## config.mk

```make
export PLATFORM = sky130hd
export DESIGN_NAME = smk_security
export DESIGN_NICKNAME = d
export VERILOG_FILES = /design/src/hdl/smk_pkg.sv /design/src/hdl/smk_security.sv /design/src/hdl/smk_key_store.sv
export SDC_FILE = /design/constraint.sdc
export NUM_CORES = 2
export LEC_CHECK = 0
export BUFFER_PORTS_ARGS = -buffer_cell sky130_fd_sc_hd__buf_4
export CORE_MARGIN = 2
export CORE_UTILIZATION = 31
export DETAILED_ROUTE_END_ITERATION = 6
export GPL_TIMING_DRIVEN = 0
export PLACE_DENSITY = 0.52
export SYNTH_ARGS = -nofsm -noshare
export SYNTH_HDL_FRONTEND = slang
export SYNTH_HIERARCHICAL = 1
export SYNTH_SLANG_ARGS = --single-unit
```

## constraint.sdc

```tcl
create_clock -name ref_clk -period 6.34 [get_ports ref_clk]
set_input_delay 0.634 -clock ref_clk [delete_from_list [all_inputs] [get_ports ref_clk]]
set_output_delay 0.634 -clock ref_clk [all_outputs]
set_load 0.05 [all_outputs]
```

## src/hdl/smk_pkg.sv

```systemverilog
// shared constants and types for the security-mode key unlock block
package smk_pkg;
	// security levels, one-hot
	typedef enum logic [2:0] {
		SMK_FULL = 3'h1,
		SMK_UNSEALED = 3'h2,
		SMK_SEALED = 3'h4
	} smk_level_e;

	// key-pair receiver states, one-hot
	typedef enum logic [1:0] {
		SMK_KIDLE = 2'h1,
		SMK_KHALF = 2'h2
	} smk_kstate_e;

	// one control-port write
	typedef struct packed {
		logic valid;
		logic [15:0] data;
	} smk_ctl_s;

	// parameter store access request
	typedef struct packed {
		logic valid;
		logic write;
		logic [7:0] cls;
		logic [7:0] offset;
		logic [7:0] wdata;
	} smk_acc_s;

	localparam int SMK_STORE_DEPTH = 256;
	localparam logic [7:0] SMK_CLASS_MFG = 8'h3A;
	localparam logic [7:0] SMK_CLASS_SECURITY = 8'h70;
	// offsets of stored key words inside the security class
	localparam logic [7:0] SMK_OFS_UNSEAL0 = 8'h00;
	localparam logic [7:0] SMK_OFS_UNSEAL1 = 8'h02;
	localparam logic [7:0] SMK_OFS_FULL0 = 8'h04;
	localparam logic [7:0] SMK_OFS_FULL1 = 8'h06;
	// reset values of stored keys (arbitrary)
	localparam logic [15:0] SMK_RST_UNSEAL0 = 16'h1234;
	localparam logic [15:0] SMK_RST_UNSEAL1 = 16'h5678;
	localparam logic [15:0] SMK_RST_FULL0 = 16'h9ABC;
	localparam logic [15:0] SMK_RST_FULL1 = 16'hDEF0;
	localparam smk_level_e SMK_RST_LEVEL = SMK_SEALED;

	function automatic logic [15:0] smkSwap(input logic [15:0] w);
		return {w[7:0], w[15:8]};
	endfunction
endpackage

```

## src/hdl/smk_security.sv

```systemverilog
// security-level controller with key-pair unlock
//
// Functional notes
// - Three levels; full access reads/writes everything, unsealed everything but key writes; sealed hides data and mfg is read-only.
// - Key values may only be rewritten at full access; otherwise unsealed equals full access.
// - Each unseal or full-access change needs its own two-key pair sent on the control port; sealing uses sealCmd.
// - Sealed flag is set while sealed and cleared after a correct unseal pair.
// - The full-access flag is cleared after a correct full-access pair.
// - Each key word is two bytes and lives in the stored data.
// - Stored keys change only at full access; other attempts are refused.
// - Control-port key words arrive byte-swapped versus the stored word.
// - A parameter store addressed by class and byte offset holds the settings.
// - Class and block select writes are ignored while sealed.
`timescale 1ns/100ps
module smk_security import smk_pkg::*; (
	// clock and reset
	input wire logic ref_clk,
	input wire logic rst_b,
	// control command port
	input wire smk_ctl_s ctl,
	input wire logic sealCmd,
	// class and block select
	input wire logic classSelWr,
	input wire logic blockSelWr,
	input wire logic [7:0] selData,
	// parameter store access
	input wire logic accValid,
	input wire logic accWrite,
	input wire logic [7:0] accOffset,
	input wire logic [7:0] accWdata,
	output logic [7:0] accRdata,
	output logic accDenied,
	// status
	output logic sealedFlag,
	output logic full_access_flag,
	output logic [2:0] level,
	output logic [7:0] class_select,
	output logic [7:0] block_select
);
	smk_level_e level_reg, level_next;
	smk_kstate_e kstate_reg, kstate_next;
	logic [15:0] firstKey_reg;
	logic [7:0] classSel_reg;
	logic [7:0] blockSel_reg;
	logic sealedFlag_reg;
	logic fullFlag_reg;
	logic [15:0] uk0, uk1, fk0, fk1;
	smk_acc_s acc;

	wire isSealed = level_reg == SMK_SEALED;
	wire isFull = level_reg == SMK_FULL;
	wire [15:0] keyWord = smkSwap(ctl.data);
	wire unsealMatch = firstKey_reg == uk0 && keyWord == uk1;
	wire fullMatch = firstKey_reg == fk0 && keyWord == fk1;
	wire pairDone = ctl.valid && kstate_reg == SMK_KHALF;
	wire doUnseal = pairDone && isSealed && unsealMatch;
	wire doFull = pairDone && level_reg == SMK_UNSEALED && fullMatch;

	always_comb begin
		kstate_next = kstate_reg;
		level_next = level_reg;
		case (kstate_reg)
			SMK_KIDLE: begin
				if (ctl.valid)
					kstate_next = SMK_KHALF;
			end
			SMK_KHALF: begin
				// second write closes the pair either way
				if (ctl.valid)
					kstate_next = SMK_KIDLE;
			end
			default: kstate_next = SMK_KIDLE;
		endcase
		// level moves on an exact pair or on sealCmd
		if (doUnseal)
			level_next = SMK_UNSEALED;
		else if (doFull)
			level_next = SMK_FULL;
		else if (sealCmd)
			level_next = SMK_SEALED;
	end

	always_ff @(posedge ref_clk or negedge rst_b) begin
		if (!rst_b) begin
			level_reg <= SMK_RST_LEVEL;
			kstate_reg <= SMK_KIDLE;
			firstKey_reg <= 16'h0000;
		end else begin
			level_reg <= level_next;
			kstate_reg <= kstate_next;
			if (ctl.valid && kstate_reg == SMK_KIDLE)
				firstKey_reg <= keyWord;
		end
	end

	// flags follow the next level so a seal and a pair in one cycle never split them
	always_ff @(posedge ref_clk or negedge rst_b) begin
		if (!rst_b) begin
			sealedFlag_reg <= 1'b1;
			fullFlag_reg <= 1'b1;
		end else begin
			sealedFlag_reg <= level_next == SMK_SEALED;
			fullFlag_reg <= level_next != SMK_FULL;
		end
	end

	always_ff @(posedge ref_clk or negedge rst_b) begin
		if (!rst_b) begin
			classSel_reg <= 8'h00;
			blockSel_reg <= 8'h00;
		end else begin
			if (classSelWr && !isSealed)
				classSel_reg <= selData;
			if (blockSelWr && !isSealed)
				blockSel_reg <= selData;
		end
	end

	// sealed access always targets the mfg class
	assign acc = '{valid: accValid, write: accWrite,
		cls: isSealed ? SMK_CLASS_MFG : classSel_reg,
		offset: 8'(accOffset + {blockSel_reg[2:0], 5'h00}), wdata: accWdata};

	smk_key_store store (
		.ref_clk(ref_clk),
		.rst_b(rst_b),
		.acc(acc),
		.dataAllowed(!isSealed),
		.mfgWriteAllowed(!isSealed),
		.keyWriteAllowed(isFull),
		.rdata(accRdata),
		.accDenied(accDenied),
		.unsealKey0(uk0),
		.unsealKey1(uk1),
		.fullKey0(fk0),
		.fullKey1(fk1)
	);

	assign sealedFlag = sealedFlag_reg;
	assign full_access_flag = fullFlag_reg;
	assign level = level_reg;
	assign class_select = classSel_reg;
	assign block_select = blockSel_reg;
endmodule

```

## src/hdl/smk_key_store.sv

```systemverilog
// byte-wide parameter store with key words and class-based gating
`timescale 1ns/100ps
module smk_key_store import smk_pkg::*; (
	// clock and reset
	input wire logic ref_clk,
	input wire logic rst_b,
	// access
	input wire smk_acc_s acc,
	input wire logic dataAllowed,
	input wire logic mfgWriteAllowed,
	input wire logic keyWriteAllowed,
	// results
	output logic [7:0] rdata,
	output logic accDenied,
	output logic [15:0] unsealKey0,
	output logic [15:0] unsealKey1,
	output logic [15:0] fullKey0,
	output logic [15:0] fullKey1
);
	logic [7:0] mem [SMK_STORE_DEPTH];
	logic [7:0] keyByte_reg [8];
	logic [7:0] rdata_reg;
	logic denied_reg;

	wire isKey = acc.cls == SMK_CLASS_SECURITY && acc.offset < 8'h08;
	wire isMfg = acc.cls == SMK_CLASS_MFG;
	wire permit = acc.write ? (isKey ? keyWriteAllowed : (isMfg ? mfgWriteAllowed : dataAllowed))
		: (isMfg ? 1'b1 : dataAllowed);
	wire [7:0] memIdx = acc.offset ^ (isMfg ? 8'h80 : 8'h00);

	assign unsealKey0 = {keyByte_reg[0], keyByte_reg[1]};
	assign unsealKey1 = {keyByte_reg[2], keyByte_reg[3]};
	assign fullKey0 = {keyByte_reg[4], keyByte_reg[5]};
	assign fullKey1 = {keyByte_reg[6], keyByte_reg[7]};
	assign rdata = rdata_reg;
	assign accDenied = denied_reg;

	always_ff @(posedge ref_clk) begin
		if (acc.valid && permit && acc.write && !isKey)
			mem[memIdx] <= acc.wdata;
	end

	always_ff @(posedge ref_clk or negedge rst_b) begin
		if (!rst_b) begin
			keyByte_reg[0] <= SMK_RST_UNSEAL0[15:8];
			keyByte_reg[1] <= SMK_RST_UNSEAL0[7:0];
			keyByte_reg[2] <= SMK_RST_UNSEAL1[15:8];
			keyByte_reg[3] <= SMK_RST_UNSEAL1[7:0];
			keyByte_reg[4] <= SMK_RST_FULL0[15:8];
			keyByte_reg[5] <= SMK_RST_FULL0[7:0];
			keyByte_reg[6] <= SMK_RST_FULL1[15:8];
			keyByte_reg[7] <= SMK_RST_FULL1[7:0];
			rdata_reg <= 8'h00;
			denied_reg <= 1'b0;
		end else begin
			// keys writable in full access only
			if (acc.valid && permit && acc.write && isKey)
				keyByte_reg[acc.offset[2:0]] <= acc.wdata;
			if (acc.valid && !acc.write && permit)
				rdata_reg <= isKey ? keyByte_reg[acc.offset[2:0]] : mem[memIdx];
			denied_reg <= acc.valid && !permit;
		end
	end
endmodule

```

Word level (Yosys, flattened, before mapping) --
Memories as Yosys holds them, arrays and structs flattened. Cells that the tools add are included.
Cells by class: $add $sub $neg 1, multiply operators 0, divide/modulo/power cells 0, magnitude comparators 3, equal/unequal tests 15, shift operators 0, mux-type cells 20, bitwise operators 2, reductions and logical operators 24
Operators by type and width (number):
- $bwmux W64 | 1
- $eq A16 B16 Y1 | 4
- $mux W8 | 6
- $bmux W8 S3 | 1
- $demux W8 S3 | 1
- $logic_and A1 B1 Y1 | 19
- $mux W3 | 3
- $add A8 B8 Y8 | 1
- $eq A8 B6 Y1 const B | 1
- $eq A8 B7 Y1 const B | 1
- $lt A8 B4 Y1 const B | 1
- $xor A8 B8 Y8 | 1
- $eq A3 B3 Y1 const B | 2
- $mux W1 | 5
- $ge A4 B4 Y1 const B | 1
- $logic_not A1 Y1 | 4
- $lt A4 B1 Y1 const B | 1
- $mux W2 | 2
- $ne A2 B2 Y1 const B | 2
- $not A3 Y4 | 1
- $pmux W2 S2 | 1
- $eq A3 B1 Y1 const B | 1
- $eq A3 B2 Y1 const B | 1
- $ne A3 B1 Y1 const B | 1
- 3 further kinds | 3
Word-level totals: register bits 112, bits in latches 0, memory bits (writable) 2048, memory bits (read-only) 0, input bits 48, output and inout port bits 30, logic and storage cells 83, memories 1
Memories:
- store.mem | words 256, bits a word 8, read ports 1, clocked after memory_dff 0, wr ports 1, line smk_key_store.sv:20 | logic [7:0] mem [SMK_STORE_DEPTH];

Depth between registers and ports, before layout --
depth after elaboration 11, gate-level depth with buffers 14, gate-level depth less buffers 12

Hierarchy --
Netlist, hierarchy kept.
Modules (own cells, without submodules):
- smk_key_store | instances 1, cells an instance 4009, area an instance 83383.7 µm², seq. area each 63365.8 µm²
- smk_security | instances 1, cells an instance 196, area an instance 2287.2 µm², seq. area each 980.9 µm²

Worst setup path before layout --
OpenSTA, ideal clock, no wires.
path type flip-flop to flip-flop, from register level_reg[2] (netlist: level[2]), to memory store.mem[160][0], enable pin, library setup time 370 ps, data arrival time 3646 ps, required time 5970 ps, slack 2323 ps, cell stages (with the launch flop) 13, path buffers 3, period minus slack after synthesis 4017 ps, cell sequence dfstp_2 or3b_1 clkbuf_1 clkbuf_1 and2_1 nand4bb_1 nor3_1 nand3_1 a21oi_1 nor3b_1 nand2_1 clkbuf_1 nor2_1
RTL lines:
- start: declaration | line smk_security.sv:40 | smk_level_e level_reg, level_next;
- start signal: assignment | line smk_security.sv:89 | level_reg <= level_next;
- end: declaration | line smk_key_store.sv:20

==> summary.md <==
| Metric | Value |
|---|---|
| Status | `complete, but fails checks` |
| Failing checks | `capacitance limit, slew limit, setup timing` |
| WS Path Type | `reg2reg` |
| Die ar. | `281000 um^2` |
| Post-DP Area | `91500 um^2` |
| Synth area leader | `edfxtp_1` |
| Post-Syn Area | `85700 um^2` |
| Final setup fails | `272` |
| Ys flop type | `edfxtp_1` |
| Placer's final routability congestion estimate | `0.943` |
| CTS buffer count | `223` |
| Area Growth Syn to Fin | `15.4%` |
| Total power | `31.1 mW` |
| NetSw | `7.38 mW` |
| Largest cells by area after synthesis | `edfxtp_1 (72%), mux4_2 (12%), mux2i_1 (2.6%)` |
| Yosys Warn Count | `6` |
| Flip-flop and latch area | `64300 um^2` |
| Vias | `45818` |
| Footprint of the multi-input gates | `19800 um^2` |
| Syn_nets | `4255` |
| Largest stage delay, worst path | `1050 ps` |
| Initial antenna violation count | `12` |
| Vias/cell | `5.43` |
| Comb pwr share | `7.7%` |
| Drc violations | `0` |
| Number of synthesized flops with an enable pin | `2048` |
| Final Max Slew Viols | `46` |
| I/O pins | `78` |
| Sequential Power Share | `50.7%` |
| Biggest register | `store/mem` |
| Die span in x | `530 um` |
| Hold Path Sink | `kstate_reg[0]$_DFFE_PN1P_` |
| Port Buf Inserts | `75` |
| RSZ-0062 raised after global routing | `true` |
| Worst R2R Path Depth | `11` |
| CP most frequent cell | `clkbuf_1` |
| Reg2Reg Setup Slack | `-260 ps` |
| DRT Wirelength | `282000 um` |
| CTS tree | `done` |
| Sw Ratio | `23.7%` |
| Die Y | `530 um` |
| Endpoint type of the worst setup path | `flip-flop` |
| TritonRoute pass-1 iters | `6` |
| GR Overflow Total | `0` |
| Bufs and invs on worst path | `3` |
| Flop and latch count out of synthesis | `2160` |
| Later-pin clock latency in the skew report | `870 ps` |
| Setup_tns | `-31520 ps` |
| Mux contribution to synthesized area | `16.3%` |
| Post-synth ARST share | `5.19%` |
| Worst hold slack | `67.2 ps` |
| Worst path cell trace | `or3b_1 > clkbuf_1 > clkbuf_1 > and2_1 > nand4bb_1 > o31ai_1 > nand2_1 > nor3b_1 > nand2_1 > clkbuf_1 > nor2_1` |
| Largest family of logic cells by synthesized area | `multiplexers` |
| Worst Tran Pin Value | `1620 ps` |
| Nets@finish | `4596` |
| Top-area cell type share of the netlist area | `71.8%` |
| Yosys cell types | `74` |
| WL/cell | `33.4 um` |
| Final Hold Viols | `0` |
| HPWL Detailed | `191000 um` |
| Mapped Cells | `4205` |
| Pwr dens | `314 nW/um^2` |
| Fill cells | `25784` |
| Synthesized area per cell | `20.4 um^2` |
| Fin cells | `8445` |
| GRT Total Usage | `19.8%` |
| Largest net degree at the start of global routing | `154` |
| Critical R2R Launch | `level[2]$_DFF_PN1_` |
| Worst path top cell family by delay | `simple AND/OR/NAND/NOR gates` |
| Synth Area in Compound Gates | `3.33%` |
| Crit path time final | `6600 ps` |
| Worst reg2reg endpoint | `store/mem[11][5]$_DFFE_PP_` |
| First-pass GRT wire length | `382000 um` |
| Most frequent cells in the layout | `edfxtp_1 (2048), mux4_2 (441), nor2_1 (277), clkbuf_16 (225), mux2i_1 (220)` |
| Worst EP required | `6820 ps` |
| Max-Cap Viols | `6` |
| # Post-CTS Setup Buffers | `0` |
| Clk pwr share | `41.5%` |
| Final setup margin | `-256 ps` |
| 1st-iter DRT viols | `6061` |
| Relative slew slack | `-7.89%` |
| Number of global-route vias before repair | `45209` |
| Max reg flops | `2048` |
| Post-synthesis sequential area ratio | `75.1%` |
| Maximum VDD drop | `0.000275 V` |
| Fmax | `152 MHz` |
| Share of cells above drive strength 1 | `25.2%` |
| Routed Antenna Nets | `0` |
| Internal power | `23.7 mW` |
| Adder-cell area share of the yosys netlist | `0.0380%` |
| Commonest non-fill, non-tap cell in the layout | `edfxtp_1` |
| CTS Sinks | `2160` |
| Root Buffer | `clkbuf_16` |
| Fin Clk Skew | `40.5 ps` |
| # placed instances | `8009` |
| Hold wc startpoint | `ctl[16]` |
| CP Depth | `11` |
| Critical path peak fanout | `13` |
| Worst-path clk slew | `60 ps` |
| Min-delay worst type | `in2reg` |
| Core Area | `276000 um^2` |
| Startpoint Class | `flip-flop` |
| LEAKAGE | `31.4 nW` |
| Post-route design area | `98800 um^2` |
| Initial core utilization | `31.1%` |
| Synth Area in Simple Gates | `2.72%` |
| CP Data Arrival Time | `7080 ps` |
| Final Cycle Share | `104%` |
| Slowest CP cell | `o31ai_1` |
| Post-Synth XOR/XNOR Area | `0.675%` |
| Worst hold stages | `2` |
| Max H-tree Level | `4` |
| CTS Buffer Depth | `3` |
| Num rows | `193` |
[worst max path at each step]
| stage | from | end | slack, ps |
|---|---|---|---|
| floorplan | level[2]$_DFF_PN1_ | store/mem[160][0]$_DFFE_PP_ | 2320 |
| global placement | accOffset[3] | store/mem[135][1]$_DFFE_PP_ | -850 |
| detailed placement | accOffset[3] | store/mem[71][7]$_DFFE_PP_ | -620 |
| CTS | level[2]$_DFF_PN1_ | store/mem[56][0]$_DFFE_PP_ | 5 |
| global route | level[2]$_DFF_PN1_ | store/mem[143][3]$_DFFE_PP_ | -150 |
| finish | level[2]$_DFF_PN1_ | store/mem[11][5]$_DFFE_PP_ | -260 |
[Yosys cell counts, types with 15 or more instances]
master and instances:
a211oi_1 27, a21oi_1 48, a221oi_1 33, a22oi_1 124, a31oi_1 21, and2_1 15, buf_2 61, buf_4 49
buf_6 25, clkbuf_1 95, dfrtp_1 76, dfstp_2 36, edfxtp_1 2048, mux2_2 122, mux2i_1 220, mux4_1 18
mux4_2 441, nand2_1 80, nand3_1 33, nor2_1 290, nor2b_1 15, nor4_1 18, o21ai_0 46, o22ai_1 18
xor2_1 63
[what timing repair did]
| action | CTS | global route |
|---|---|---|
| setup endpoints to repair | 4 | 366 |
| hold buffers | 16 | 0 |
| endpoints found under the hold margin | 54 | 0 |
| gates resized for setup | 1 | 13 |
[logic make-up after synthesis]
kind of cell               after synthesis
and+or+nand+nor                        517
muxes                                  801
xor gates and xnor gates                66
adders and majority gates                2
buffers and inverters                  256
AOI/OAI and AO/OA                      403
DFF                                   2160
[layout make-up]
cell class | instances | area share (%)
Inverter | 11 | 0.0418
Buffer | 245 | 1.54
Clock inverter | 149 | 1.39
Timing Repair Buffer | 116 | 1.30
Antenna cell | 6 | 0.0152
Multi-Input combinational cell | 1789 | 20.1
Sequential cell | 2160 | 65.1
Tap cell | 3705 | 4.69
Clock buffer | 264 | 5.86
[metrics by stage]
stage          util (%)  setup slack, ps
6_report           35.8             -256
4_1_cts            35.8             4.93
3_3_place_gp       33.0             -851
3_5_place_dp       33.2             -622
5_1_grt            35.8             -147
2_1_floorplan         -             2320
[layer usage]
layer / track usage, % / part of all wire [%] / vias to the layer above
met1: 26.2 / 40 / 24939
met3: 4.63 / 8.9 / 518
met5: 0 / 0 / -
met2: 31.0 / 46 / 2240
li1: - / - / 18121
met4: 9.19 / 5.2 / 0
[power by group through the flow]
stage	Combinational (mW)	Clock, mW	Sequential [mW]
final	2.40	12.9	15.8
after detailed placement	2.35	0	16.1
after CTS	2.36	13.1	15.8
after floorplan	1.03	0	16.1
after global routing	2.45	13.7	15.8
after global placement	2.29	0	16.1
No activity file was read; power rests on OpenSTA's default activity.
